File: config.mk
export PLATFORM = sky130hd
export DESIGN_NAME = pcfg_handshake
export DESIGN_NICKNAME = d
export VERILOG_FILES = /design/src/pcfg_pkg.sv /design/src/pcfg_stream_if.sv /design/src/pcfg_fifo.sv /design/src/pcfg_handshake.sv
export SDC_FILE = /design/constraint.sdc
export NUM_CORES = 1
export LEC_CHECK = 0
export ABC_AREA = 1
export BUFFER_PORTS_ARGS = -buffer_cell sky130_fd_sc_hd__buf_2
export CORE_MARGIN = 2
export CORE_UTILIZATION = 40
export CTS_CLUSTER_SIZE = 8
export DETAILED_ROUTE_END_ITERATION = 7
export GPL_TIMING_DRIVEN = 0
export PLACE_DENSITY = 0.65
export SLEW_MARGIN = 20
export SYNTH_ARGS = -nofsm -noshare
export SYNTH_HDL_FRONTEND = slang
export SYNTH_HIERARCHICAL = 1
export SYNTH_SLANG_ARGS = --single-unit
File: constraint.sdc
create_clock -name clock -period 2.43 [get_ports clock]
set_clock_uncertainty 0.05 [all_clocks]
set_input_delay 0.486 -clock clock [delete_from_list [all_inputs] [get_ports clock]]
set_output_delay 0.486 -clock clock [all_outputs]
set_load 0.01 [all_outputs]
File: src/pcfg_pkg.sv
package pcfg_pkg;
	localparam int PCFG_DATA_W = 8;
	localparam int PCFG_FIFO_DEPTH = 8;
	localparam int PCFG_PAGE_W = 3;
	localparam int PCFG_PAGE_COUNT = 8;
	localparam int PCFG_SYNC_W = 5 + PCFG_PAGE_W + PCFG_DATA_W;
	// bit positions inside the synchronised pin vector
	localparam int PCFG_POS_DATA = 0;
	localparam int PCFG_POS_PAGE = PCFG_POS_DATA + PCFG_DATA_W;
	localparam int PCFG_POS_UPD = PCFG_POS_PAGE + PCFG_PAGE_W;
	localparam int PCFG_POS_RS_N = PCFG_POS_UPD + 1;
	localparam int PCFG_POS_WS_N = PCFG_POS_RS_N + 1;
	localparam int PCFG_POS_CS_HI = PCFG_POS_WS_N + 1;
	localparam int PCFG_POS_CS_LO_N = PCFG_POS_CS_HI + 1;
	localparam int PCFG_TOP_BIT = PCFG_DATA_W - 1;
	// reset values
	localparam logic PCFG_RDY_RST = 1'b1;
	localparam logic PCFG_OE_N_RST = 1'b1;
	// selects, write and read strobe all idle: low-select high, high-select low, strobes high
	localparam logic [PCFG_SYNC_W-1:0] PCFG_SYNC_RST = {4'hB, {(PCFG_SYNC_W-4){1'b0}}};
	localparam logic [PCFG_PAGE_W-1:0] PCFG_PAGE_RST = 3'h0;
	localparam logic [PCFG_DATA_W-1:0] PCFG_BYTE_RST = 8'h00;

	typedef enum logic [1:0] {
		PCFG_ST_PRECFG,
		PCFG_ST_LOAD,
		PCFG_ST_INIT,
		PCFG_ST_USER
	} pcfg_state_t;
endpackage

File: src/pcfg_stream_if.sv
`timescale 1ns/100ps
interface pcfg_stream_if #(
	parameter int WIDTH = 8
);
	logic valid;
	logic ready;
	logic [WIDTH-1:0] data;
	modport src (output valid, output data, input ready);
	modport snk (input valid, input data, output ready);
endinterface

File: src/pcfg_fifo.sv
`timescale 1ns/100ps
module pcfg_fifo import pcfg_pkg::*; #(
	parameter int WIDTH = PCFG_DATA_W,
	parameter int DEPTH = PCFG_FIFO_DEPTH
) (
	input wire logic clock, // system clock
	input wire logic rst, // synchronous reset, active high
	pcfg_stream_if.snk fill, // filling side
	pcfg_stream_if.src drain // draining side
);
	localparam int AW = (DEPTH > 1) ? $clog2(DEPTH) : 1;
	localparam logic [AW:0] FULL_CNT = (AW+1)'(DEPTH);
	localparam logic [AW-1:0] LAST_IDX = AW'(DEPTH - 1);

	logic [WIDTH-1:0] mem_q [DEPTH];
	logic [AW-1:0] wr_q;
	logic [AW-1:0] rd_q;
	logic [AW:0] cnt_q;
	logic do_wr;
	logic do_rd;

	assign fill.ready = (cnt_q != FULL_CNT);
	assign drain.valid = (cnt_q != '0);
	assign drain.data = mem_q[rd_q];
	assign do_wr = fill.valid && fill.ready;
	assign do_rd = drain.valid && drain.ready;

	always_ff @(posedge clock) begin
		if (do_wr) begin
			mem_q[wr_q] <= fill.data;
		end
	end

	always_ff @(posedge clock) begin
		if (rst) begin
			wr_q <= '0;
			rd_q <= '0;
		end else begin
			if (do_wr) begin
				wr_q <= (wr_q == LAST_IDX) ? '0 : wr_q + 1'b1;
			end
			if (do_rd) begin
				rd_q <= (rd_q == LAST_IDX) ? '0 : rd_q + 1'b1;
			end
		end
	end

	always_ff @(posedge clock) begin
		if (rst) begin
			cnt_q <= '0;
		end else if (do_wr && !do_rd) begin
			cnt_q <= cnt_q + 1'b1;
		end else if (do_rd && !do_wr) begin
			cnt_q <= cnt_q - 1'b1;
		end
	end
endmodule

File: src/pcfg_handshake.sv
// Behaviour
// - read strobe low drives ready/busy on top line
// - ready high accepts byte, low when busy
// - ready high before load and until user mode
// - selected only with low-select low, high-select high
// - update source high remote, low local
// - page lines pick one of eight pages
// - other schemes leave these pins tri-stated
// - after configuration pins follow user settings
// - byte latched on write strobe rising edge
`timescale 1ns/100ps
module pcfg_handshake import pcfg_pkg::*; #(
	parameter int FIFO_DEPTH = PCFG_FIFO_DEPTH
) (
	input wire logic clock, // 50 MHz system clock
	input wire logic rst, // synchronous reset, active high
	input wire logic scheme_ppa, // parallel async scheme chosen
	input wire logic load_start, // core begins taking configuration
	input wire logic load_done, // core has all configuration data
	input wire logic init_done, // initialization finished, enter user mode
	input wire logic remote_cfg_en, // remote configuration mode active
	input wire logic chip_select_low_active, // pin, active low select
	input wire logic chip_select_high_active, // pin, active high select
	input wire logic write_strobe_n, // pin, byte latched on rising edge
	input wire logic read_strobe_n, // pin, low requests status
	input wire logic [PCFG_DATA_W-1:0] data_in, // data pins, input side
	input wire logic update_source_select, // pin, high remote, low local
	input wire logic [PCFG_PAGE_W-1:0] page_select, // pin, memory page
	input wire logic user_top_out, // user value for top data line
	input wire logic user_top_oe_n, // user enable for top data line
	input wire logic user_rdy_out, // user value for ready pin
	input wire logic user_rdy_oe_n, // user enable for ready pin
	input wire logic cfg_byte_ready, // core takes a byte
	output logic cfg_byte_valid, // byte waiting for the core
	output logic [PCFG_DATA_W-1:0] cfg_byte, // configuration byte
	output logic top_data_out, // top data line value
	output logic top_data_oe_n, // top data line enable, low drives
	output logic ready_busy_flag, // ready pin value
	output logic ready_busy_oe_n, // ready pin enable, low drives
	output logic selected, // device selected for configuration
	output logic overrun, // byte written while busy, sticky
	output logic remote_update, // remote update chosen
	output logic [PCFG_PAGE_W-1:0] mem_page, // page of external memory
	output logic user_mode // block released pins to user logic
);
	pcfg_state_t state_q;
	logic [PCFG_SYNC_W-1:0] meta_q;
	logic [PCFG_SYNC_W-1:0] sync_q;
	logic ws_prev_q;
	logic push_q;
	logic [PCFG_DATA_W-1:0] push_data_q;
	logic byte_valid_q;
	logic [PCFG_DATA_W-1:0] byte_q;
	logic top_q;
	logic top_oe_n_q;
	logic rdy_q;
	logic rdy_oe_n_q;
	logic sel_q;
	logic overrun_q;
	logic remote_q;
	logic [PCFG_PAGE_W-1:0] page_q;
	logic user_q;
	logic sel_now;
	logic ws_rise;
	logic take_byte;
	logic can_take;
	logic rdy_d;

	pcfg_stream_if #(.WIDTH(PCFG_DATA_W)) to_fifo ();
	pcfg_stream_if #(.WIDTH(PCFG_DATA_W)) from_fifo ();

	pcfg_fifo #(
		.WIDTH(PCFG_DATA_W),
		.DEPTH(FIFO_DEPTH)
	) u_fifo (
		.clock(clock),
		.rst(rst),
		.fill(to_fifo.snk),
		.drain(from_fifo.src)
	);

	// all pins are asynchronous to this clock
	always_ff @(posedge clock) begin
		if (rst) begin
			meta_q <= PCFG_SYNC_RST;
			sync_q <= PCFG_SYNC_RST;
		end else begin
			meta_q <= {chip_select_low_active, chip_select_high_active, write_strobe_n,
				read_strobe_n, update_source_select, page_select, data_in};
			sync_q <= meta_q;
		end
	end

	assign sel_now = !sync_q[PCFG_POS_CS_LO_N] && sync_q[PCFG_POS_CS_HI];
	// data travels through the same two stages as the strobe, so it is aligned
	assign ws_rise = sync_q[PCFG_POS_WS_N] && !ws_prev_q;
	assign take_byte = ws_rise && sel_now && scheme_ppa && (state_q == PCFG_ST_LOAD);
	assign can_take = !push_q && to_fifo.ready;

	always_ff @(posedge clock) begin
		if (rst) begin
			ws_prev_q <= 1'b1;
		end else begin
			ws_prev_q <= sync_q[PCFG_POS_WS_N];
		end
	end

	always_ff @(posedge clock) begin
		if (rst) begin
			state_q <= PCFG_ST_PRECFG;
		end else begin
			unique case (state_q)
				PCFG_ST_PRECFG: begin
					if (load_start) begin
						state_q <= PCFG_ST_LOAD;
					end
				end
				PCFG_ST_LOAD: begin
					// wait for buffered bytes so none is lost at the hand-off
					if (load_done && !push_q && !from_fifo.valid && !byte_valid_q) begin
						state_q <= PCFG_ST_INIT;
					end
				end
				PCFG_ST_INIT: begin
					if (init_done) begin
						state_q <= PCFG_ST_USER;
					end
				end
				PCFG_ST_USER: begin
					state_q <= PCFG_ST_USER;
				end
			endcase
		end
	end

	// flag mirrors the user state from a flip-flop, not a decode
	always_ff @(posedge clock) begin
		if (rst) begin
			user_q <= 1'b0;
		end else begin
			user_q <= (state_q == PCFG_ST_USER) || ((state_q == PCFG_ST_INIT) && init_done);
		end
	end

	// one-entry holding stage ahead of the buffer
	always_ff @(posedge clock) begin
		if (rst) begin
			push_q <= 1'b0;
			push_data_q <= PCFG_BYTE_RST;
		end else if (take_byte && can_take) begin
			push_q <= 1'b1;
			push_data_q <= sync_q[PCFG_POS_DATA +: PCFG_DATA_W];
		end else if (push_q && to_fifo.ready) begin
			push_q <= 1'b0;
		end
	end

	assign to_fifo.valid = push_q;
	assign to_fifo.data = push_data_q;

	// a write while busy is dropped; the host broke the polling discipline
	always_ff @(posedge clock) begin
		if (rst) begin
			overrun_q <= 1'b0;
		end else if (take_byte && !can_take) begin
			overrun_q <= 1'b1;
		end
	end

	// output stage keeps the core-side byte on a flip-flop
	assign from_fifo.ready = !byte_valid_q || cfg_byte_ready;

	always_ff @(posedge clock) begin
		if (rst) begin
			byte_valid_q <= 1'b0;
			byte_q <= PCFG_BYTE_RST;
		end else if (from_fifo.ready) begin
			byte_valid_q <= from_fifo.valid;
			if (from_fifo.valid) begin
				byte_q <= from_fifo.data;
			end
		end
	end

	always_comb begin
		rdy_d = PCFG_RDY_RST;
		if (state_q == PCFG_ST_LOAD) begin
			// busy while a byte is being stored or the buffer is full
			rdy_d = !(take_byte || push_q) && to_fifo.ready;
		end
	end

	always_ff @(posedge clock) begin
		if (rst) begin
			rdy_q <= PCFG_RDY_RST;
			rdy_oe_n_q <= PCFG_OE_N_RST;
		end else if (state_q == PCFG_ST_USER) begin
			rdy_q <= user_rdy_out;
			rdy_oe_n_q <= user_rdy_oe_n;
		end else if (scheme_ppa) begin
			rdy_q <= rdy_d;
			rdy_oe_n_q <= 1'b0;
		end else begin
			rdy_q <= PCFG_RDY_RST;
			rdy_oe_n_q <= 1'b1;
		end
	end

	always_ff @(posedge clock) begin
		if (rst) begin
			top_q <= PCFG_RDY_RST;
			top_oe_n_q <= PCFG_OE_N_RST;
		end else if (state_q == PCFG_ST_USER) begin
			top_q <= user_top_out;
			top_oe_n_q <= user_top_oe_n;
		end else if (scheme_ppa && !sync_q[PCFG_POS_RS_N]) begin
			top_q <= rdy_d;
			top_oe_n_q <= 1'b0;
		end else begin
			top_q <= PCFG_RDY_RST;
			top_oe_n_q <= 1'b1;
		end
	end

	always_ff @(posedge clock) begin
		if (rst) begin
			sel_q <= 1'b0;
		end else begin
			sel_q <= sel_now && scheme_ppa && (state_q != PCFG_ST_USER);
		end
	end

	always_ff @(posedge clock) begin
		if (rst) begin
			remote_q <= 1'b0;
			page_q <= PCFG_PAGE_RST;
		end else if (remote_cfg_en && (state_q != PCFG_ST_USER)) begin
			remote_q <= sync_q[PCFG_POS_UPD];
			page_q <= sync_q[PCFG_POS_PAGE +: PCFG_PAGE_W];
		end
	end

	assign cfg_byte_valid = byte_valid_q;
	assign cfg_byte = byte_q;
	assign top_data_out = top_q;
	assign top_data_oe_n = top_oe_n_q;
	assign ready_busy_flag = rdy_q;
	assign ready_busy_oe_n = rdy_oe_n_q;
	assign selected = sel_q;
	assign overrun = overrun_q;
	assign remote_update = remote_q;
	assign mem_page = page_q;
	assign user_mode = user_q;
endmodule

# Word-level counts from Yosys, hierarchy flattened
# Memory sizes are Yosys's and may differ from the RTL's. A register that Yosys moved wholly into a read port is not among the register bits.
# Index checks and enable logic that the tools add are counted.
[word_totals]
input_bits = 28
elab_cells = 95
ram_bits = 64
mem_count = 1
output_inout_bits = 20
reg_bits = 66
[memory_table]
columns = ["memory", "words", "width", "rd", "rd_clocked_by_memory_dff", "write_ports", "line_no", "rtl"]
rows = [
  ["u_fifo.mem_q", 8, 8, 1, 1, 1, "pcfg_fifo.sv:15", "logic [WIDTH-1:0] mem_q [DEPTH];"],
]
[classes]
n_addsub = 4
reduce_logical = 40
muxes = 21
n_eq_ne = 10
[op_table]
columns = ["op", "n"]
rows = [
  ["$logic_and A1 B1 Y1", 21],
  ["$mux W1", 13],
  ["$logic_not A1 Y1", 10],
  ["$mux W4", 2],
  ["$ne A2 B2 Y1 const B", 4],
  ["$pmux W2 S4", 1],
  ["$add A3 B1 Y3 const B", 2],
  ["$eq A3 B3 Y1 const B", 2],
  ["$mux W2", 3],
  ["$mux W3", 2],
  ["$add A4 B1 Y4 const B", 1],
  ["$eq A2 B2 Y1 const B", 2],
  ["$ne A4 B4 Y1 const B", 1],
  ["$reduce_bool A2 Y1", 2],
  ["$reduce_bool A4 Y1", 1],
  ["$sub A4 B1 Y4 const B", 1],
  ["$logic_or A1 B1 Y1", 3],
  ["$reduce_and A3 Y1", 1],
  ["$eq A2 B1 Y1 const B", 1],
  ["$logic_not A2 Y1", 1],
  ["$reduce_and A2 Y1", 1],
]

# Longest topological paths before layout
[depth]
depth_word = 11
depth_mapped = 14
depth_no_buf = 14

# Modules after synthesis
# The synthesis kept the hierarchy.
[modules_own_cells]
columns = ["mod", "cells_per_inst", "area_per_inst_um2", "seq_area_each_um2", "instances"]
rows = [
  ["pcfg_fifo", 307, 3290.7, 2182.1, 1],
  ["pcfg_handshake", 282, 2248.4, 1281.2, 1],
]

# Worst setup path before layout
# Ideal clock, no wire load.
[synth_path]
path_type = "reg2reg"
start = "register u_fifo.cnt_q[1]"
end = "register u_fifo.cnt_q[3]"
setup_slack_ns = 0.419
setup_ns = 0.109
n_path_buf = 0
t_arrival_ns = 1.852
required_ns = 2.271
synth_period_minus_slack_ns = 2.011
path_stages_with_launch = 13
cell_sequence = "dfxtp_1 > nor2_2 > nand3_4 > nand2_4 > inv_1 > ha_1 > inv_1 > ha_1 > or2_2 > nand3_1 > nand3_1 > nand2_1 > inv_1"
[synth_via]
elab_chain_cells = 5
elab_cells_between_ends = 13
classes_between = "2 x add/sub; 1 x eq/ne; 2 x mux; 8 x reduce/logical"
[synth_lines]
columns = ["item", "line_no", "rtl"]
rows = [
  ["start: declaration", "pcfg_fifo.sv:18", "logic [AW:0] cnt_q;"],
  ["start signal: assignment", "pcfg_fifo.sv:52", "cnt_q <= cnt_q + 1'b1;"],
  ["start signal: assignment", "pcfg_fifo.sv:54", "cnt_q <= cnt_q - 1'b1;"],
  ["$ne A4 B4 Y1 *", "pcfg_fifo.sv:22", "assign fill.ready = (cnt_q != FULL_CNT);"],
  ["named net to_fifo.ready", "pcfg_stream_if.sv:6", "logic ready;"],
  ["$logic_and A1 B1 Y1 *", "pcfg_fifo.sv:25", "assign do_wr = fill.valid && fill.ready;"],
  ["named net u_fifo.do_wr", "pcfg_fifo.sv:19", "logic do_wr;"],
  ["$logic_not A1 Y1", "pcfg_fifo.sv:53", "end else if (do_rd && !do_wr) begin"],
  ["$logic_and A1 B1 Y1", "pcfg_fifo.sv:53", ""],
  ["$reduce_bool A2 Y1 (no line)", "-", ""],
]
# The timed path passes the listed nets; every way through them passes the cells marked *. The select of a mux whose other input is x is not followed.
# A chain may end at the register's enable or synchronous reset.

# Final worst setup path
# Same ends and word-level chain as after synthesis.

==> run metrics <==
final hold viol count 0; worst r2r src u_fifo/cnt_q[1]; area of the multi-input gates roughly 1600 um^2; fin. max-slew vios 0; Critical-path top delay cell dfxtp_1; Post-Syn Instances 589; synthesized net count ~630; register area approximately 3500 um^2; unrepaired setup endpoints after global routing no; Crit. End Element flip-flop; Inserted Clock Buffers 17; clock sinks ~140; slew margin rel. between 40 and 50%; GRT overflow 0; FF-to-FF End u_fifo/cnt_q[3]; initial core utilization about 41%; area post-placement between 5000 and 6000 um^2; # rows 42; Setup crit start kind flip-flop; insertion delay to the later sink of the worst-skew pair ~0.41 ns; fin area approximately 6600 um^2; crit path DAT 2.49 ns; H-tree depth 4; Avg Inst Size Synth approximately 9.4 um^2; register bit total from synthesis roughly 140; CP most frequent cell inv_1; ratio of final minimum period to clock period between 90% and 100%; die extent in x about 120 um; # Max-Cap Violations 0; Hold Crit Start read_strobe_n; Hold EP meta_q[12]; critical path type flip-flop to flip-flop; Antenna Cells 0; PD cells about 1000 nW/um^2; flop2flop setup slack about 0.21 ns; worst-path maximum fanout 5; Core Area roughly 13000 um^2; CTS clk-pin slew, worst paths roughly 0.060 ns; count of cell types in the netlist 32; global-route wire length before repair approximately 17 mm; DR vias 3822; die area approximately 15000 um^2; final core occ roughly half; Least-Margin Pin Slew ~0.8 ns; Setup Fix Bufs, Post-CTS 0; DP HPWL around 7.3 mm; Worst Hold Class input pin to flip-flop; routability cong. 0.808; GR Util All Layers 15.6%; Fmax achieved about 0.45 GHz; # DRC 0; CP Cell Sequence nor2_2, nand3_4, nand2_4, inv_1, ha_1, inv_1, ha_1, or2_2, nand3_1, nand3_1, nand2_1, inv_1; worst vdd ir slightly above 0.5 mV; Synth area leader edfxtp_1; Layout area overhead 18.4%; CP required about 2.7 ns; IO Port Bufs between 40 and 50; setup TNS 0 ns; Root Buffer clkbuf_16; Leakage 0.00288 uW; Filler cells between 1000 and 1500; vias in the first global route 3817; CTS tree built; nets@finish 691; IO Pins 48; CP peak stage delay 0.36 ns; Post-DRT Antenna Nets 0; top cells by area, synth edfxtp_1 35%, dfxtp_1 28%, nor2_1 10%; Pwr Total 6850 uW; depth of the most critical reg-to-reg path 12; initial antenna violation count 0; drt pass-1 iters 4; sequential share of the synthesized area between 60% and 70%; final worst slack 0.209 ns; minimum clock period approximately 2.2 ns; final count of negative-setup-slack endpoints 0; largest net degree at the start of global routing 17; Post-Place Worst Slack roughly 0.23 ns; die height between 100 and 150 um; final wirelength 10.6 mm; CTS Hold Bufs 0; Mapped Area around 5500 um^2; via/cell ratio ~4.5; Hold Path Cell Cnt 2; layout cells sized above 1 roughly 18%; drt wl/cell between 10 and 15 um; status finished clean; post-synth top area share 34.7%; clock buffer depth 2; DR iter-0 viols ~200; synth warn 6; PostCTS Resize Cnt 0
## worst max-delay path by stage
| stage | slack, ns | endpoint | start |
|---|---|---|---|
| finish | 0.21 | u_fifo/cnt_q[3] | u_fifo/cnt_q[1] |
| global route | 0.07 | u_fifo/cnt_q[3] | u_fifo/cnt_q[1] |
| CTS | 0.21 | u_fifo/cnt_q[3] | u_fifo/cnt_q[1] |
| detailed placement | 0.23 | u_fifo/cnt_q[3] | u_fifo/cnt_q[1] |
| global placement | 0.26 | u_fifo/cnt_q[3] | u_fifo/cnt_q[1] |
| floorplan | 0.42 | u_fifo/cnt_q[3] | u_fifo/cnt_q[1] |
## power breakdown
| part | total [uW] | internal (uW) | switching (uW) |
|---|---|---|---|
| Clock | 2450 | 1360 | 1090 |
| Combinational | 1650 | 611 | 1040 |
| Sequential | 2750 | 2650 | 102 |
## final cells by class
cell class / count / area share, %
Sequential cell: 141 / 52.8
Multi-Input combinational cell: 348 / 24.7
Clock buffer: 17 / 6.48
Inverter: 80 / 4.62
Timing Repair Buffer: 47 / 3.59
Tap cell: 176 / 3.36
Buffer: 20 / 2.31
Clock inverter: 15 / 2.14
## cells by family after synthesis
kind of cell	Yosys count	synth area share (%)
xor+xnor	2	0.316
flops	141	62.5
simple gates	275	21.1
fa+ha+maj	8	1.94
buf+inv	100	8.20
compound gates	63	5.90
## cell usage after synthesis
cell,instances
nor2_1,150
nand2_1,87
dfxtp_1,77
inv_1,77
edfxtp_1,64
o21ai_1,30
o21ai_0,23
nand4_1,9
a21oi_1,8
or2_2,8
buf_2,7
buf_6,7
ha_1,7
nand3_1,7
buf_4,4
nand2_2,4
inv_2,2
nand3_4,2
nor2_2,2
xor2_1,2
a21oi_2,1
buf_1,1
clkbuf_1,1
fa_1,1
inv_4,1
nand2_4,1
nand3_2,1
nand3b_4,1
nor2_4,1
nor3_1,1
o211ai_2,1
or2_4,1
## critical path: cells and delay by family (launching register included)
family                   cells  cell delay (ns)
flip-flops                   1             0.36
AND/OR/NAND/NOR              7             0.94
buffers and inverters        3             0.27
adder cells (fa/ha/maj)      2             0.50
## routing by layer
layer,vias up,part of all wire (%),global-route usage [%]
li1,1995,-,-
met1,1698,44,18.1
met2,115,49,26.6
met3,14,5.5,4.35
met4,0,1.8,7.61
met5,-,0,0
## through the flow
stage	instances	hold WS, ns
3_5_place_dp	812	0.344
5_1_grt	844	0.194
2_1_floorplan	589	0.338
3_3_place_gp	812	0.343
6_report	844	0.204
4_1_cts	844	0.190
## cells in the final DEF, fill, tap and decap left out
cell and n:
nor2_2 2, inv_8 4, o21ai_1 30, ha_1 7, nand2_4 1, buf_6 7, nand2_1 87, clkinvlp_4 1
nand3_2 1, clkbuf_16 17, buf_1 1, a21oi_2 1, a21oi_1 8, buf_2 54, o21ai_0 23, inv_4 1
nand3b_4 1, inv_1 77, nor2_4 1, nor3_1 1, dfxtp_1 77, xor2_1 2, nand3_1 7, nor2_1 150
clkinv_4 4, inv_2 2, or2_2 8, or2_4 1, buf_4 4, nand3_4 2, nand2_2 4, fa_1 1
nand4_1 9, clkbuf_1 1, o211ai_2 1, inv_6 6, edfxtp_1 64
## state kept, by name, indices dropped and copies added, names as in the netlist, 2 cells and up, named ones only
| register | flops |
|---|---|
| mem_page | 3 |
| meta_q | 16 |
| cfg_byte | 8 |
| u_fifo/rd_q | 3 |
| u_fifo/mem_q | 64 |
| sync_q | 16 |
| state_q | 2 |
| push_data_q | 8 |
| u_fifo/cnt_q | 4 |
| u_fifo/wr_q | 3 |
Note: power is estimated with default switching activity, not from simulation.
